==> src/common/acl_range_defs.vh <==
// Register addresses, field positions, reset values and encodings for the rule byte bank.
`ifndef ACL_RANGE_DEFS_VH
`define ACL_RANGE_DEFS_VH

`define ADDR_IND_CTRL 8'h6E
`define ADDR_IND_OFFSET 8'h6F
`define ADDR_IND_DATA 8'hA0

`define TABLE_SEL_MSB 7
`define TABLE_SEL_LSB 5
`define TABLE_SEL_ACL 3'h2
`define PORT_NUM_MSB 3
`define PORT_NUM_LSB 0
`define PORT_NUM_FIRST 4'h1
`define PORT_NUM_LAST 4'h4

`define OFS_UPPER_HIGH 8'h02
`define OFS_UPPER_LOW 8'h03
`define OFS_LOWER_HIGH 8'h04
`define OFS_LOWER_LOW 8'h05
`define OFS_RULE_SIX 8'h06

`define MODE_MSB 2
`define MODE_LSB 1
`define MODE_OFF 2'h0
`define MODE_EITHER 2'h1
`define MODE_INSIDE 2'h2
`define MODE_OUTSIDE 2'h3

`define BYTE_RESET 8'h00
`define MODE_RESET 2'h0

`endif

==> src/core/acl_port_range_indirect_bytes.v <==
// Indirectly accessed bank of per-port range bound bytes and comparison mode.
`timescale 1ns/10ps
`include "acl_range_defs.vh"

// Summary of operation
// (RULE1) Software sets table select bits 7:5 to 010 before touching rule bytes.
// (RULE2) Control bits 3:0 pick switch port one to four; access goes to that port.
// (RULE3) Offset register picks one rule byte; offset 4 is lower bound high byte.
// (RULE4) Data register returns the selected byte on reads and takes it on writes.
// (RULE5) Upper bound low byte is eight bits, read-write, reset to zero.
// (RULE6) Sixteen-bit lower bound is kept as high and low bytes, each reset to zero.
// (RULE7) Mode 00 off, 01 equals either bound, 10 inside range, 11 outside.
// (RULE8) Data accesses use the latest table, port and offset, with no handshake.
module acl_port_range_indirect_bytes (
  // Clock and reset
  input wire clk_sys,
  input wire rst,
  // Register access port
  input wire [7:0] reg_addr,
  input wire reg_wr,
  input wire reg_rd,
  input wire [7:0] reg_wdata,
  output reg [7:0] reg_rdata_reg,
  // Matching lookup
  input wire [1:0] match_port,
  input wire [15:0] match_value,
  output reg match_hit_reg
);

  reg [7:0] ctrl_reg;
  reg [7:0] offset_reg;
  reg [7:0] upper_high_mem [0:3];
  reg [7:0] upper_low_mem [0:3];
  reg [7:0] lower_high_mem [0:3];
  reg [7:0] lower_low_mem [0:3];
  reg [1:0] mode_mem [0:3];
  reg [7:0] reg_rdata_next;
  reg [7:0] data_byte;
  wire sel_valid;
  wire [1:0] sel_idx;
  wire hit;
  integer i;
  integer j;

  // Register strobes after address decode.
  wire ctrl_wr;
  wire offset_wr;
  wire data_wr;
  wire data_wr_ok;

  // Lookup view of the rule of the port named by match_port.
  wire [15:0] lower_bound_sel;
  wire [15:0] upper_bound_sel;
  wire [1:0] mode_sel;

  // Accesses with another table or an out-of-range port number touch nothing here.
  function acl_port_ok;
    input [7:0] ctrl;
    begin
      acl_port_ok = (ctrl[`TABLE_SEL_MSB:`TABLE_SEL_LSB] == `TABLE_SEL_ACL) &&
                    (ctrl[`PORT_NUM_MSB:`PORT_NUM_LSB] >= `PORT_NUM_FIRST) &&
                    (ctrl[`PORT_NUM_MSB:`PORT_NUM_LSB] <= `PORT_NUM_LAST);
    end
  endfunction

  // Switch ports are numbered from one; storage is indexed from zero.
  function [1:0] port_index;
    input [7:0] ctrl;
    reg [3:0] diff;
    begin
      diff = ctrl[`PORT_NUM_MSB:`PORT_NUM_LSB] - `PORT_NUM_FIRST;
      port_index = diff[1:0];
    end
  endfunction

  // A write strobe aimed at one register address.
  function wr_to;
    input wr;
    input [7:0] addr;
    input [7:0] target;
    begin
      wr_to = wr && (addr == target);
    end
  endfunction

  // Bounds are stored as two bytes; the compare needs the whole value.
  function [15:0] join_bytes;
    input [7:0] high;
    input [7:0] low;
    begin
      join_bytes = {high, low};
    end
  endfunction

  // The mode sits in bits 2:1 of its byte; the bits around it read as zero.
  function [7:0] mode_to_byte;
    input [1:0] mode;
    begin
      mode_to_byte = 8'h00;
      mode_to_byte[`MODE_MSB:`MODE_LSB] = mode;
    end
  endfunction

  function [1:0] byte_to_mode;
    input [7:0] data;
    begin
      byte_to_mode = data[`MODE_MSB:`MODE_LSB];
    end
  endfunction

  assign sel_valid = acl_port_ok(ctrl_reg); // (RULE1)
  assign sel_idx = port_index(ctrl_reg); // (RULE2)
  assign ctrl_wr = wr_to(reg_wr, reg_addr, `ADDR_IND_CTRL);
  assign offset_wr = wr_to(reg_wr, reg_addr, `ADDR_IND_OFFSET);
  assign data_wr = wr_to(reg_wr, reg_addr, `ADDR_IND_DATA);
  assign data_wr_ok = data_wr && sel_valid; // (RULE2)

  // The lookup reads the stored rule directly, never through the indirect
  // selection, so selecting another port or byte cannot disturb a lookup.
  assign lower_bound_sel = join_bytes(lower_high_mem[match_port], lower_low_mem[match_port]);
  assign upper_bound_sel = join_bytes(upper_high_mem[match_port], upper_low_mem[match_port]);
  assign mode_sel = mode_mem[match_port];

  // Selected byte as seen through the data register.
  always @* begin
    data_byte = 8'h00;
    if (sel_valid) begin
      case (offset_reg) // (RULE3)
        `OFS_UPPER_HIGH: data_byte = upper_high_mem[sel_idx];
        `OFS_UPPER_LOW: data_byte = upper_low_mem[sel_idx]; // (RULE5)
        `OFS_LOWER_HIGH: data_byte = lower_high_mem[sel_idx]; // (RULE6)
        `OFS_LOWER_LOW: data_byte = lower_low_mem[sel_idx]; // (RULE6)
        `OFS_RULE_SIX: data_byte = mode_to_byte(mode_mem[sel_idx]);
        default: data_byte = 8'h00;
      endcase
    end
  end

  // Unmapped addresses read as zero.
  always @* begin
    case (reg_addr)
      `ADDR_IND_CTRL: reg_rdata_next = ctrl_reg;
      `ADDR_IND_OFFSET: reg_rdata_next = offset_reg;
      `ADDR_IND_DATA: reg_rdata_next = data_byte; // (RULE4)
      default: reg_rdata_next = 8'h00;
    endcase
  end

  // Control and offset registers; the data path reads them directly, so a write
  // takes effect for the very next data access.
  always @(posedge clk_sys) begin
    if (rst) begin
      ctrl_reg <= 8'h00;
      offset_reg <= 8'h00;
    end else begin
      if (ctrl_wr) begin
        ctrl_reg <= reg_wdata; // (RULE8)
      end
      if (offset_wr) begin
        offset_reg <= reg_wdata; // (RULE8)
      end
    end
  end

  // Read data is loaded only by a read strobe and then stands until the next read.
  always @(posedge clk_sys) begin
    if (rst) begin
      reg_rdata_reg <= 8'h00;
    end else if (reg_rd) begin
      reg_rdata_reg <= reg_rdata_next; // (RULE4)
    end
  end

  // Rule byte storage, one set per switch port. Every byte clears on reset, so a
  // port that software never set up cannot match anything.
  always @(posedge clk_sys) begin
    if (rst) begin
      for (i = 0; i < 4; i = i + 1) begin
        upper_high_mem[i] <= `BYTE_RESET;
        upper_low_mem[i] <= `BYTE_RESET; // (RULE5)
        lower_high_mem[i] <= `BYTE_RESET; // (RULE6)
        lower_low_mem[i] <= `BYTE_RESET; // (RULE6)
      end
    end else if (data_wr_ok) begin
      case (offset_reg) // (RULE4)
        `OFS_UPPER_HIGH: upper_high_mem[sel_idx] <= reg_wdata;
        `OFS_UPPER_LOW: upper_low_mem[sel_idx] <= reg_wdata; // (RULE5)
        `OFS_LOWER_HIGH: lower_high_mem[sel_idx] <= reg_wdata; // (RULE6)
        `OFS_LOWER_LOW: lower_low_mem[sel_idx] <= reg_wdata; // (RULE6)
        default: ;
      endcase
    end
  end

  // The comparison mode keeps only its two bits; the rest of its byte is not stored.
  always @(posedge clk_sys) begin
    if (rst) begin
      for (j = 0; j < 4; j = j + 1) begin
        mode_mem[j] <= `MODE_RESET;
      end
    end else if (data_wr_ok && (offset_reg == `OFS_RULE_SIX)) begin
      mode_mem[sel_idx] <= byte_to_mode(reg_wdata); // (RULE7)
    end
  end

  // The compare sees the bytes as they stand; a bound rewritten one byte at a
  // time is half new for at least two cycles, which software must allow for.
  range_compare cmp (
    .value(match_value),
    .lower_bound(lower_bound_sel),
    .upper_bound(upper_bound_sel),
    .port_compare_mode(mode_sel),
    .hit(hit)
  );

  // The result is registered so the output does not ripple with bound writes.
  always @(posedge clk_sys) begin
    if (rst) begin
      match_hit_reg <= 1'b0;
    end else begin
      match_hit_reg <= hit; // (RULE7)
    end
  end

endmodule

==> src/core/range_compare.v <==
// Combinational port-number comparison against a minimum and maximum bound.
`timescale 1ns/10ps
`include "acl_range_defs.vh"

module range_compare (
  // Value under test and bounds
  input wire [15:0] value,
  input wire [15:0] lower_bound,
  input wire [15:0] upper_bound,
  // Comparison mode and result
  input wire [1:0] port_compare_mode,
  output reg hit
);

  always @* begin
    case (port_compare_mode) // (RULE7)
      `MODE_OFF: hit = 1'b0;
      `MODE_EITHER: hit = (value == upper_bound) || (value == lower_bound);
      `MODE_INSIDE: hit = (value >= lower_bound) && (value <= upper_bound);
      `MODE_OUTSIDE: hit = (value < lower_bound) || (value > upper_bound);
      default: hit = 1'b0;
    endcase
  end

endmodule

==> config.mk <==
export PLATFORM = sky130hd
export DESIGN_NAME = acl_port_range_indirect_bytes
export DESIGN_NICKNAME = d
export VERILOG_FILES = /design/src/core/acl_port_range_indirect_bytes.v /design/src/core/range_compare.v
export VERILOG_INCLUDE_DIRS = /design/src /design/src/common
export SDC_FILE = /design/constraint.sdc
export NUM_CORES = 1
export LEC_CHECK = 0
export ABC_AREA = 1
export BUFFER_PORTS_ARGS = -buffer_cell sky130_fd_sc_hd__buf_2
export CAP_MARGIN = 20
export CORE_ASPECT_RATIO = 0.9
export CORE_MARGIN = 1
export CORE_UTILIZATION = 65
export DETAILED_ROUTE_END_ITERATION = 16
export GPL_ROUTABILITY_DRIVEN = 0
export PLACE_DENSITY = 0.92
export SLEW_MARGIN = 25
export SYNTH_ARGS = -nofsm -noshare
export SYNTH_HDL_FRONTEND = slang
export SYNTH_SLANG_ARGS = --single-unit
export TNS_END_PERCENT = 5
==> constraint.sdc <==
create_clock -name clk_sys -period 5.36 [get_ports clk_sys]
set_input_delay 0.804 -clock clk_sys [delete_from_list [all_inputs] [get_ports clk_sys]]
set_output_delay 0.804 -clock clk_sys [all_outputs]
set_load 0.01 [all_outputs]
Word-level counts from Yosys, hierarchy flattened
Memory sizes are Yosys's and may differ from the RTL's.
Index checks and enable logic that the tools add are counted.
{"block": "classes", "eq_ne": 14, "n_mux": 40, "order_cmp": 6, "reduce_logical": 16, "n_addsub": 1}
{"op": "8-bit two-way mux", "n": 5}
{"op": "8-bit case mux with 5 select lines", "n": 1}
{"op": "16-bit equality test", "n": 2}
{"op": "8-bit OR reduction", "n": 4}
{"op": "1-bit two-way mux", "n": 26}
{"op": "8-bit by 3-bit equality test with 1-bit output (second input constant)", "n": 3}
{"op": "8-bit case mux with 3 select lines", "n": 1}
{"op": "8-bit by 2-bit equality test with 1-bit output (second input constant)", "n": 2}
{"op": "8-bit by 7-bit equality test with 1-bit output (second input constant)", "n": 2}
{"op": "16-bit >= comparator", "n": 1}
{"op": "16-bit greater-than comparator", "n": 1}
{"op": "16-bit less-or-equal comparator", "n": 1}
{"op": "16-bit less-than comparator", "n": 1}
{"op": "2-bit two-way mux", "n": 6}
{"op": "8-bit equality test (second input constant)", "n": 1}
{"op": "1-bit logical AND", "n": 8}
{"op": "2-bit equality test (second input constant)", "n": 2}
{"op": "4-bit by 1-bit >= comparator with 1-bit output (second input constant)", "n": 1}
{"op": "4-bit by 3-bit less-or-equal comparator with 1-bit output (second input constant)", "n": 1}
{"op": "1-bit case mux with 4 select lines", "n": 1}
{"op": "3-bit by 2-bit equality test with 1-bit output (second input constant)", "n": 1}
{"op": "2-bit by 1-bit equality test with 1-bit output (second input constant)", "n": 1}
{"op": "2-bit zero test", "n": 1}
{"op": "1-bit logical OR", "n": 2}
{"op": "other kinds (2)", "n": 2}
{"block": "word_totals", "memories": 5, "output_inout_bits": 9, "wordCells": 86, "register_bits": 25, "inputBits": 38, "mem_bits_rw": 136}
{"memory": "lower_high_mem", "words": 4, "word_bits": 8, "rd": 2, "rd_ports_with_merged_regs": 0, "wr": 4, "line_no": "acl_port_range_indirect_bytes.v:34", "text": "reg [7:0] lower_high_mem [0:3];"}
{"memory": "lower_low_mem", "words": 4, "word_bits": 8, "rd": 2, "rd_ports_with_merged_regs": 0, "wr": 4, "line_no": "acl_port_range_indirect_bytes.v:35", "text": "reg [7:0] lower_low_mem [0:3];"}
{"memory": "upper_high_mem", "words": 4, "word_bits": 8, "rd": 2, "rd_ports_with_merged_regs": 0, "wr": 4, "line_no": "acl_port_range_indirect_bytes.v:32", "text": "reg [7:0] upper_high_mem [0:3];"}
{"memory": "upper_low_mem", "words": 4, "word_bits": 8, "rd": 2, "rd_ports_with_merged_regs": 0, "wr": 4, "line_no": "acl_port_range_indirect_bytes.v:33", "text": "reg [7:0] upper_low_mem [0:3];"}
{"memory": "mode_mem", "words": 4, "word_bits": 2, "rd": 2, "rd_ports_with_merged_regs": 0, "wr": 4, "line_no": "acl_port_range_indirect_bytes.v:36", "text": "reg [1:0] mode_mem [0:3];"}

Logic depth before layout (Yosys ltp)
{"block": "depth", "depth_word": 10, "depth_mapped": 20, "depth_no_buf": 18}

Modules after synthesis
A second synthesis with hierarchy kept.
{"block": "hier_totals", "cells_unflattened": 1239, "area_unflattened_um2": 9719.3}
{"mod": "acl_port_range_indirect_bytes", "cells_per_inst": 1086, "area_each_um2": 8813.5, "seq_area_each_um2": 4584.4, "n_inst": 1}
{"mod": "range_compare", "cells_per_inst": 153, "area_each_um2": 905.9, "seq_area_each_um2": 0.0, "n_inst": 1}

Worst setup path before layout
No wires, ideal clock.
{"block": "synth_timing", "kind": "input to register", "from": "input port match_port[0]", "to": "register match_hit_reg", "t_required_ps": 5243, "path_stages": 17, "t_arrival_ps": 2735, "setup_time_ps": 117, "setup_slack_ps": 2508, "n_path_buf": 2, "cell_sequence": "inv_1 clkbuf_1 clkbuf_1 nand2_1 a32o_1 ha_1 nand2_1 inv_1 nand3_1 nor3_1 nand2_1 nand2_1 nand2_1 nand3_1 nand2_1 nor2_1 nor2_1"}
{"block": "synth_via", "elab_chain_len": 4, "word_cells_on_any_way": 19, "classes_between": "order compare (4); eq/ne (5); mux (1); reduce/logical (4); memory (5)"}
{"element": "from (decl)", "line_no": "acl_port_range_indirect_bytes.v:25", "text": "input wire [1:0] match_port,"}
{"element": "memory 4 x 8 bit, on equally long branches"}
{"element": "16-bit less-than comparator, or another cell as far along", "line_no": "range_compare.v:20", "text": "`MODE_OUTSIDE: hit = (value < lower_bound) || (value > upper_bound);"}
{"element": "1-bit logical OR, or another cell as far along", "line_no": "range_compare.v:20"}
{"element": "1-bit case mux with 4 select lines *", "line_no": "range_compare.v:16", "text": "case (port_compare_mode)"}
{"element": "to (signal assigned)", "line_no": "acl_port_range_indirect_bytes.v:221", "text": "match_hit_reg <= hit;"}
{"element": "to (decl)", "line_no": "acl_port_range_indirect_bytes.v:27", "text": "output reg match_hit_reg"}
Every way passes the cells marked *; elsewhere a longest branch is shown, timed or not.
A chain may end at the register's enable or synchronous reset.

Final worst setup path
{"block": "layout_timing", "from": "input port match_port[1]", "to": "register match_hit_reg"}
The elaborated chain is that of the path after synthesis.

==> summary.txt <==
Finish
  – Nets: 1,176
  – Layout area overhead: 8.963%
  – Layout cells sized above 1: 11.56%
  – Number of diodes: 0
  – Final instance area: 10,180 µm²

Yosys
  – Synthesized cell area: 9339 µm²
  – Synth Flop Type: edfxtp_1
  – Gate Count Post-Synth: 1,097
  – Synth Area in Compound Gates: 18.22%
  – Synth top area share: 43.73%
  – Synthesized Nets: 1,170
  – Seq/Total Area, Yosys: 49.09%
  – Async S/R FF share, synth: 0%
  – Area leader, netlist: edfxtp_1
  – Netlist cell types: 35
  – Synth area leaders: edfxtp_1 44%, o21ai_0 9.5%, nor2_1 8.1%
  – Post-Syn Area per Cell: 8.513 µm²
  – Post-Synth Simple-Gate Area: 21.46%
  – Synth top cells by count: 202 x nor2_1, 178 x o21ai_0, 154 x nand2_1
  – Post-synth EDFFs: 136
  – YS warnings: 0
  – Synthesis-stage register bit count: 161
  – Synth Area in Adders: 4.689%
  – Mux contribution to synthesized area: 0%
  – Largest family of logic cells by synthesized area: simple AND/OR/NAND/NOR gates
  – Top-count cell post-synth: nor2_1
  – Synth Area in XOR/XNOR: 0%

Routing
  – Initial DRC Count: 1,893
  – 1st-pass router iterations: 8
  – Final WL: 26,680 µm
  – WL/cell: 20.39 µm
  – Vias per inst: 6.555
  – Drt drc: 0
  – Routed Antenna Nets: 0
  – Via count: 8,581

Global routing
  – GR Overflow Total: 0
  – Global-route wire length before repair: 39,770 µm
  – Gr usage total: 36.47%
  – Vias in the first global route: 7,447
  – Largest net degree at the start of global routing: 70
  – Initial antenna violation count: 0

Die
  – Die area: 14,850 µm²
  – Row count: 41
  – Core area: 14,000 µm²
  – Chip width: 128.4 µm
  – Boundary Pins: 47
  – Initial Util: 66.68%
  – Die Span Y: 115.7 µm

STA
  – Final count of hold timing violations: 0
  – Crit share post-route: 65.29%
  – Fmax: 0.2858 GHz
  – RSZ-0062 raised after global routing: no
  – Slew Limit Headroom: 34.09%
  – Setup TNS: 0 ns
  – Setup Viol. Count Final: 0
  – Fin crit period: 3.500 ns
  – Worst-Margin Slew: 0.9886 ns
  – Worst Skew: 0.008917 ns
  – Slew Viols, Final: 0

CTS
  – TritonCTS clock tree: built
  – CTS Buf Count: 17
  – Setup Fix Bufs, Post-CTS: 0
  – CTS Sinks: 161
  – Clock Latency Late Sink: 0.44 ns
  – Post-CTS Resized: 0
  – CTS Hold Bufs: 0
  – Clock slew at reported path FFs: 0.06 ns
  – CTS Root Cell: clkbuf_16
  – Clk buf depth: 2
  – CTS H-Tree Depth: 4

Place
  – DP HPWL: 17,540 µm
  – Post-DP Area: 9592 µm²
  – # port buffers: 46

Pwr
  – Leak Pwr: 0.003991 µW
  – Pwr per Cell Area: 286.5 nW/µm²
  – Max VDD drop: 0.2381 mV

Worst setup path
  – Kind of critical path: input port to register
  – Startpoint types: input port
  – Critical Path Fanout Max: 24
  – CP Capture Type: register
  – Worst endpoint required time: 5.68 ns
  – WP data arrival: 3.82 ns

Worst hold path
  – HP Class: register to register

Status
  – Status: completed

Run
  – Max Cap Viol: 0
## area by class of cell
class                   instances  area (µm²)
clock buffers                  18       429.2
clock inverters                14       155.1
fillers                       987        3829
inverters                      78       292.8
multi-input cells             786        4144
flip-flops and latches        161        4586
well taps                     193       241.5
repair buffers                 59       327.8
## worst paths after layout
kind                                                        to  cells past startpoint  slack (ns)                startpoint
worst max-delay path                  match_hit_reg$_SDFF_PP0_                     16        1.86             match_port[1]
worst min register to register        ctrl_reg[4]$_SDFFE_PP0P_                      2        0.46  ctrl_reg[4]$_SDFFE_PP0P_
worst max register to register  upper_high_mem[3][4]$_DFFE_PP_                      7        2.09  ctrl_reg[0]$_SDFFE_PP0P_
worst min-delay path                  ctrl_reg[4]$_SDFFE_PP0P_                      2        0.46  ctrl_reg[4]$_SDFFE_PP0P_
## layer usage
metal  up-vias  part of all wire (%)  global-route usage (%)
met4         0                   4.5                   19.45
met3       109                    14                   7.387
li1       3826                     -                       -
met2       729                    44                   54.63
met1      3917                    37                   50.40
met5         -                     0                       0
## where the power goes
part	switching [µW]	total [µW]	internal [µW]
logic	191	281	90.1
registers	24.0	1420	1390
clock network	524	1220	694
total	739	2910	2180
## worst max-delay path, stage by stage
cell      delay [ns]
buf_2           0.44
clkinv_1        0.66
buf_4           0.43
a32o_1          0.29
ha_1            0.29
nand2_1         0.05
inv_1           0.06
nand3_1         0.06
nor3_1          0.20
nand2_1         0.09
nand2_1         0.07
nand2_1         0.07
nand3_1         0.09
nand2_1         0.05
nor2_1          0.10
nor2_1          0.04
## per-stage QoR
stage / hold slack, ns / instances / setup WS, ns / util [%] / total power [µW]
after floorplan: 0.4238 / 1097 / 2.508 / - / 1614
after global placement: 0.4415 / 1277 / 1.662 / 68.49 / 1699
after detailed placement: 0.4446 / 1277 / 1.602 / 68.49 / 1712
after CTS: 0.4546 / 1309 / 1.960 / 72.66 / 2895
after global routing: 0.4893 / 1309 / 1.663 / 72.66 / 2982
final: 0.4568 / 1309 / 1.860 / 72.66 / 2915
## cells by family after synthesis
| group | Yosys count |
|---|---|
| and+or+nand+nor | 445 |
| AOI/OAI and AO/OA | 306 |
| DFF | 161 |
| buffers and inverters | 150 |
| adders and majority gates | 35 |
## cell usage in the layout, fill, tap and decap left out, types with 18 or more instances in the layout
master / n
dfxtp_1: 24
edfxtp_1: 136
nand2_1: 154
buf_2: 46
ha_1: 35
nor2_1: 202
inv_1: 69
o22ai_1: 18
nor3_1: 29
a21oi_1: 70
o21ai_0: 173
a2bb2oi_1: 19
No activity file was read; power rests on OpenSTA's default activity.
